==> src/scaler_pkg.sv <==
// Constants shared by the analog gain and offset scaler
package scaler_pkg;
    localparam int FULL_SCALE_MV = 10000;      // 10 V full scale in millivolts
    localparam int INT_MAX = 1000;             // Internal value at full scale
    localparam int MV_PER_STEP = FULL_SCALE_MV / INT_MAX;
    localparam int GAIN_DEN = 100;             // Gain carries two decimals
    localparam int GAIN_MAX = 1000;            // +10.00 in hundredths
    localparam int OFFSET_MAX = 10000;         // Offset magnitude limit
    localparam int GAIN_DERIVE_DIV = INT_MAX / GAIN_DEN;
    localparam int INT_W = 11;                 // Holds 0..1000
    localparam int GAIN_W = 11;                // Holds -1000..+1000
    localparam int VAL_W = 16;                 // Holds -20000..+20000
    localparam int PROD_W = INT_W + 1 + GAIN_W;
    localparam int LATENCY = 3;                // Sample to result, in cycles
endpackage

==> src/analog_gain_offset_scaler.sv <==
// Analog input scaling to a process value with gain and offset
`timescale 1ns/1ps
`default_nettype none

module analog_gain_offset_scaler #(
    parameter int MV_W = 14
) (
    input wire logic mclk,
    input wire logic rst,
    input wire logic sample_valid,
    input wire logic [MV_W-1:0] analog_input_pin,
    input wire logic signed [scaler_pkg::VAL_W-1:0] cfg_low_end,
    input wire logic signed [scaler_pkg::VAL_W-1:0] cfg_high_end,
    output logic [scaler_pkg::INT_W-1:0] internal_value,
    output logic signed [scaler_pkg::VAL_W-1:0] scaled_analog_value,
    output logic result_valid
);

    logic [scaler_pkg::INT_W-1:0] internal_nxt;
    logic signed [scaler_pkg::GAIN_W-1:0] gain_nxt;
    logic signed [scaler_pkg::VAL_W-1:0] offset_nxt;
    logic signed [scaler_pkg::GAIN_W-1:0] gain_r;
    logic signed [scaler_pkg::VAL_W-1:0] offset_r;
    logic signed [scaler_pkg::VAL_W-1:0] off2_r;
    logic signed [scaler_pkg::PROD_W-1:0] prod_r;
    logic signed [scaler_pkg::VAL_W-1:0] value_nxt;
    logic v1_r;
    logic v2_r;

    // Millivolts to internal steps, clipped at full scale
    always_comb begin
        int mv;
        mv = int'(analog_input_pin);
        if (mv >= scaler_pkg::FULL_SCALE_MV) begin
            internal_nxt = scaler_pkg::INT_W'(scaler_pkg::INT_MAX);
        end else begin
            internal_nxt = scaler_pkg::INT_W'(mv / scaler_pkg::MV_PER_STEP);
        end
    end

    // Gain and offset from the two end values, clamped to legal range
    always_comb begin
        int g;
        int o;
        g = (int'(cfg_high_end) - int'(cfg_low_end))
            / scaler_pkg::GAIN_DERIVE_DIV;
        o = int'(cfg_low_end);
        if (g > scaler_pkg::GAIN_MAX) begin
            g = scaler_pkg::GAIN_MAX;
        end else if (g < -scaler_pkg::GAIN_MAX) begin
            g = -scaler_pkg::GAIN_MAX;
        end
        if (o > scaler_pkg::OFFSET_MAX) begin
            o = scaler_pkg::OFFSET_MAX;
        end else if (o < -scaler_pkg::OFFSET_MAX) begin
            o = -scaler_pkg::OFFSET_MAX;
        end
        gain_nxt = scaler_pkg::GAIN_W'(g);
        offset_nxt = scaler_pkg::VAL_W'(o);
    end

    // Stage one: capture sample and derived coefficients together
    always_ff @(posedge mclk) begin
        if (rst) begin
            internal_value <= '0;
            gain_r <= '0;
            offset_r <= '0;
            v1_r <= 1'b0;
        end else begin
            v1_r <= sample_valid;
            if (sample_valid) begin
                internal_value <= internal_nxt;
                gain_r <= gain_nxt;
                offset_r <= offset_nxt;
            end
        end
    end

    // Stage two: product kept apart from the add to ease timing
    always_ff @(posedge mclk) begin
        if (rst) begin
            prod_r <= '0;
            off2_r <= '0;
            v2_r <= 1'b0;
        end else begin
            v2_r <= v1_r;
            if (v1_r) begin
                prod_r <= $signed({1'b0, internal_value}) * gain_r;
                off2_r <= offset_r;
            end
        end
    end

    // Division truncates toward zero, so products under one give zero
    always_comb begin
        int q;
        q = int'(prod_r) / scaler_pkg::GAIN_DEN;
        value_nxt = scaler_pkg::VAL_W'(q + int'(off2_r));
    end

    // Stage three: registered result and its strobe
    always_ff @(posedge mclk) begin
        if (rst) begin
            scaled_analog_value <= '0;
            result_valid <= 1'b0;
        end else begin
            result_valid <= v2_r;
            if (v2_r) begin
                scaled_analog_value <= value_nxt;
            end
        end
    end

    a_internal_ceiling: assert property (
        @(posedge mclk) disable iff (rst)
        v1_r && $past(int'(analog_input_pin)) >= scaler_pkg::FULL_SCALE_MV
        |-> internal_value == scaler_pkg::INT_W'(scaler_pkg::INT_MAX))
        else $error("internal value not saturated at full scale");

    a_internal_linear: assert property (
        @(posedge mclk) disable iff (rst)
        sample_valid && int'(analog_input_pin) < scaler_pkg::FULL_SCALE_MV
        |=> int'(internal_value)
            == $past(int'(analog_input_pin)) / scaler_pkg::MV_PER_STEP)
        else $error("internal value not linear in input");

    a_result_latency: assert property (
        @(posedge mclk) disable iff (rst)
        sample_valid |-> ##3 result_valid)
        else $error("result strobe not three cycles after sample");

    a_gain_bounds: assert property (
        @(posedge mclk) disable iff (rst)
        v1_r |-> (int'(gain_r) <= scaler_pkg::GAIN_MAX
            && int'(gain_r) >= -scaler_pkg::GAIN_MAX
            && int'(offset_r) <= scaler_pkg::OFFSET_MAX
            && int'(offset_r) >= -scaler_pkg::OFFSET_MAX))
        else $error("gain or offset out of range");

    a_low_end_out: assert property (
        @(posedge mclk) disable iff (rst)
        v1_r && internal_value == '0
        |-> ##2 scaled_analog_value == $past(offset_r, 2))
        else $error("zero input does not give low end value");

    a_fraction_drop: assert property (
        @(posedge mclk) disable iff (rst)
        v2_r && int'(prod_r) < scaler_pkg::GAIN_DEN
            && int'(prod_r) > -scaler_pkg::GAIN_DEN
        |=> scaled_analog_value == $past(off2_r))
        else $error("fraction below one not discarded");

    // Internal value never leaves its 0..1000 span
    a_internal_range: assert property (
        @(posedge mclk) disable iff (rst)
        int'(internal_value) <= scaler_pkg::INT_MAX)
        else $error("internal value above full scale");

    // Each accepted sample moves into stage one on the next edge
    a_stage_one_strobe: assert property (
        @(posedge mclk) disable iff (rst)
        sample_valid |=> v1_r)
        else $error("stage one strobe missing");

    // Stage one always hands on to stage two
    a_stage_two_strobe: assert property (
        @(posedge mclk) disable iff (rst)
        v1_r |=> v2_r)
        else $error("stage two strobe missing");

    // Consumers may read the result at any time, so it must hold
    // between strobes rather than follow the pipe's inner state
    a_result_held: assert property (
        @(posedge mclk) disable iff (rst)
        !v2_r |=> $stable(scaled_analog_value))
        else $error("result changed without a new sample");

    // Internal value only moves on an accepted sample
    a_internal_held: assert property (
        @(posedge mclk) disable iff (rst)
        !sample_valid |=> $stable(internal_value))
        else $error("internal value changed without a sample");

    // Reset clears every output on the following edge
    a_reset_clear: assert property (
        @(posedge mclk)
        rst |=> (!result_valid && scaled_analog_value == '0
            && internal_value == '0))
        else $error("outputs not cleared by reset");

    // Every result strobe traces back to a sample three edges earlier
    a_pulse_source: assert property (
        @(posedge mclk) disable iff (rst)
        result_valid |-> $past(sample_valid, 3))
        else $error("result strobe without a sample");

    // Product checked in plain integers, independent of the widths
    a_product_form: assert property (
        @(posedge mclk) disable iff (rst)
        v1_r |=> int'(prod_r)
            == $past(int'(internal_value)) * $past(int'(gain_r)))
        else $error("product does not match gain times input");

    // Quotient truncates toward zero, then the offset is added;
    // negative products must not round down to minus one
    a_result_sum: assert property (
        @(posedge mclk) disable iff (rst)
        v2_r |=> int'(scaled_analog_value)
            == $past(int'(prod_r)) / scaler_pkg::GAIN_DEN
            + $past(int'(off2_r)))
        else $error("result is not truncated product plus offset");

endmodule

`default_nettype wire

==> config.mk <==
export PLATFORM = sky130hd
export DESIGN_NAME = analog_gain_offset_scaler
export DESIGN_NICKNAME = d
export VERILOG_FILES = /design/src/scaler_pkg.sv /design/src/analog_gain_offset_scaler.sv
export SDC_FILE = /design/constraint.sdc
export NUM_CORES = 1
export LEC_CHECK = 0
export ABC_AREA = 1
export BUFFER_PORTS_ARGS = -buffer_cell sky130_fd_sc_hd__buf_2
export CORE_MARGIN = 2
export CORE_UTILIZATION = 45
export DETAILED_ROUTE_END_ITERATION = 10
export GPL_ROUTABILITY_DRIVEN = 0
export PLACE_DENSITY_LB_ADDON = 0.25
export SLEW_MARGIN = 40
export SYNTH_ARGS = -nofsm -noshare
export SYNTH_HDL_FRONTEND = slang
export SYNTH_SLANG_ARGS = --single-unit
==> constraint.sdc <==
create_clock -name mclk -period 29.9 [get_ports mclk]
set_input_delay 8.97 -clock mclk [delete_from_list [all_inputs] [get_ports mclk]]
set_output_delay 8.97 -clock mclk [all_outputs]
set_load 0.05 [all_outputs]
==> impl_metrics.yaml <==
drt:
  drcViolationCount: 0
  post_drt_wl_per_cell_um: 12.9
  route.vias.total: 15900
  drt_wl_total_um: 41300
  drt_first_pass_iters: 5
  drtIter0Drc: 733
  ant_nets: 0
  routed_via_density: 4.99
timing:
  final_max_slew_viol_count: 0
  finalHoldViolCount: 0
  clock-skew-final_ns: 0.00915
  fin_crit_ns: 19.77
  worst_pin_slew_ns: 0.764
  maxSlewHeadroom: 0.490
  fmax_mhz: 50.6
  finalCritPeriodShare: 0.661
  setup_tns_ns: 0
  rsz0062_at_grt: "no"
  setup_viol_count_final: 0
die:
  fp-row-count: 71
  die-area_um2: 39700
  die_y_um: 199
  die_w_um: 199
  io_pins: 77
  core_um2: 37600
  initial_utilization: 0.457
cts:
  clock_insertion_delay_worst_skew_ns: 0.36
  cts_hold_buf: 0
  cts_setup_buffers: 0
  clk_pin_slew_ns: 0.07
  cts_sinks: 96
  cts_root_buffer: "clkbuf_16"
  cts_resized: 0
  cts.htree.levels: 3
  cts_buffers: 9
  clock_path_buffers: 2
  cts_tree: "done"
global_route:
  grt_pass1_wl_um: 69700
  first_global_vias: 15000
  grt_max_degree: 61
  grt.total_usage: 0.213
  overflow: 0
  grt_antenna_before_repair: 1
critical_path:
  slowest_stage: "inv_1"
  max_stage_delay_ns: 0.69
  startpoint_type: "input port"
  cp_max_fo: 25
  criticalPathCategory: "in2reg"
  crit_path_frequent_cell: "nand2_1"
  crit_arrival_ns: 20.02
  crit_path_end_kind: "register"
  required_ns: 30.15
layout:
  layout.cells.non_filler: 3193
  postLayoutCoreUtil: 0.486
  area_growth_pct: 6.43
  n_antenna_cell: 0
  design_area_um2: 18300
  final.fill_count: 3818
  nets: 2919
  drive_gt1_frac: 0.186
synth:
  ys_ff_latch: 96
  yosysSeqAreaShare: 0.112
  synth_largest_area_cell: "nand2_1"
  synth_warnings: 0
  syn_avg_cell_area_um2: 6.51
  synth_edf_count: 0
  async_reset_ff_frac: 0
  ys_top_cells_by_area: "nand2_1 (12%), dfxtp_1 (11%), fa_1 (9.7%)"
  synth_top_area_share: 0.121
  synth_nets: 2879
  synth_cells: 2637
  yosysUniqueCellTypes: 63
  synthesis.area_um2: 17200
  ys.flop_type: "dfxtp_1"
outcome:
  outcome: "complete, no violations"
placement:
  placed_area_um2: 18000
  numPortBuffers: 75
  dp.cells: 3177
  dp_hpwl_um: 34400
min_path:
  hold_path.class: "reg2reg"
flow_run:
  drv_cap: 0
## per-layer routing
layer,vias up,global-route usage,part of all wire
met5,-,0,0.00039
met4,2,0.0569,0.019
met3,38,0.0197,0.038
met2,252,0.384,0.48
met1,7316,0.271,0.46
li1,8329,-,-
## area by class of cell
type	instances	area, µm²	share of cell area
multi-input combinational	1966	12900	0.709
inverter	518	2000	0.110
clock buffer	11	253	0.0138
timing repair buffer	86	458	0.0251
sequential	96	1920	0.105
clock inverter	5	45.0	0.00247
tap	511	639	0.0350
## cells in the mapped netlist (4+ instances only)
master / n
o21ai_0: 94
nand2_1: 555
a31oi_1: 7
nand4_2: 4
nand3_1: 164
nand3b_1: 5
nand3_2: 25
nor2_1: 223
fa_1: 83
o21ai_2: 21
clkinv_1: 7
o31ai_1: 5
o211ai_1: 10
nand2_2: 119
inv_4: 9
buf_6: 5
nand4_1: 47
xor2_1: 107
or2_2: 11
nor2_2: 32
nand2_4: 53
o21bai_1: 12
ha_1: 110
inv_2: 58
o21ai_1: 44
xnor2_1: 26
nor4_1: 8
clkinv_2: 6
nor3_1: 14
xor2_2: 4
nor2_4: 13
nand3_4: 11
clkbuf_8: 4
a21oi_2: 5
nand2_8: 4
clkbuf_1: 44
dfxtp_1: 96
a21oi_1: 115
inv_1: 436
## state kept, by name, indices dropped and copies added (netlist names)
name	flops
v1_r	1
off2_r	16
offset_r	16
prod_r	23
scaled_analog_value	16
gain_r	11
v2_r	1
internal_value	11
result_valid	1
## cell families (layout without fill, tap and decap cells)
| kind of cell | Yosys count | in the layout | share of synthesized area |
|---|---|---|---|
| AOI/OAI and AO/OA | 336 | 336 | 0.114 |
| xor gates and xnor gates | 138 | 138 | 0.0733 |
| adders and majority gates | 193 | 193 | 0.177 |
| buffers and inverters | 575 | 620 | 0.134 |
| DFF | 96 | 96 | 0.112 |
| and+or+nand+nor | 1299 | 1299 | 0.390 |
## critical path, delay by kind of cell
kind,cells,cell delay [ns]
AND/OR/NAND/NOR,63,6.73
buffers and inverters,14,1.65
AO/OA/AOI/OAI,6,1.21
adder cells (fa/ha/maj),4,1.03
XOR/XNOR,2,0.42
## path summary, 6_finish.rpt
check	start	endpoint	slack [ns]	depth (start not counted)
worst max register to register	prod_r[0]	scaled_analog_value[15]	17.67	105
worst max-delay path	cfg_low_end[0]	gain_r[3]	10.13	89
worst min register to register	offset_r[15]	offset_r[15]	0.46	2
worst min-delay path	offset_r[15]	offset_r[15]	0.46	2
## layout by cell type, fill, tap and decap left out, types with 9 or more instances in the layout
cell type | Yosys | routed
nand2_1 | 555 | 555
inv_1 | 436 | 435
nor2_1 | 223 | 223
nand3_1 | 164 | 164
nand2_2 | 119 | 119
a21oi_1 | 115 | 115
ha_1 | 110 | 110
xor2_1 | 107 | 107
dfxtp_1 | 96 | 96
o21ai_0 | 94 | 94
fa_1 | 83 | 83
buf_2 | 1 | 75
inv_2 | 58 | 59
nand2_4 | 53 | 53
nand4_1 | 47 | 47
o21ai_1 | 44 | 44
nor2_2 | 32 | 32
xnor2_1 | 26 | 26
nand3_2 | 25 | 25
o21ai_2 | 21 | 21
nor3_1 | 14 | 14
nor2_4 | 13 | 13
o21bai_1 | 12 | 12
nand3_4 | 11 | 11
or2_2 | 11 | 11
buf_4 | 0 | 11
o211ai_1 | 10 | 10
inv_4 | 9 | 9
clkbuf_16 | 0 | 9
## metrics by stage
stage | worst slack, ns | hold WS, ns
floorplan | 11.93 | 0.440
global placement | 10.09 | 0.452
detailed placement | 9.77 | 0.454
CTS | 10.11 | 0.465
global route | 8.62 | 0.483
finish | 10.13 | 0.463
Power is left out: the tool's default activity adds up to more than one toggle a clock period on the data nets, which glitch-free logic cannot reach.
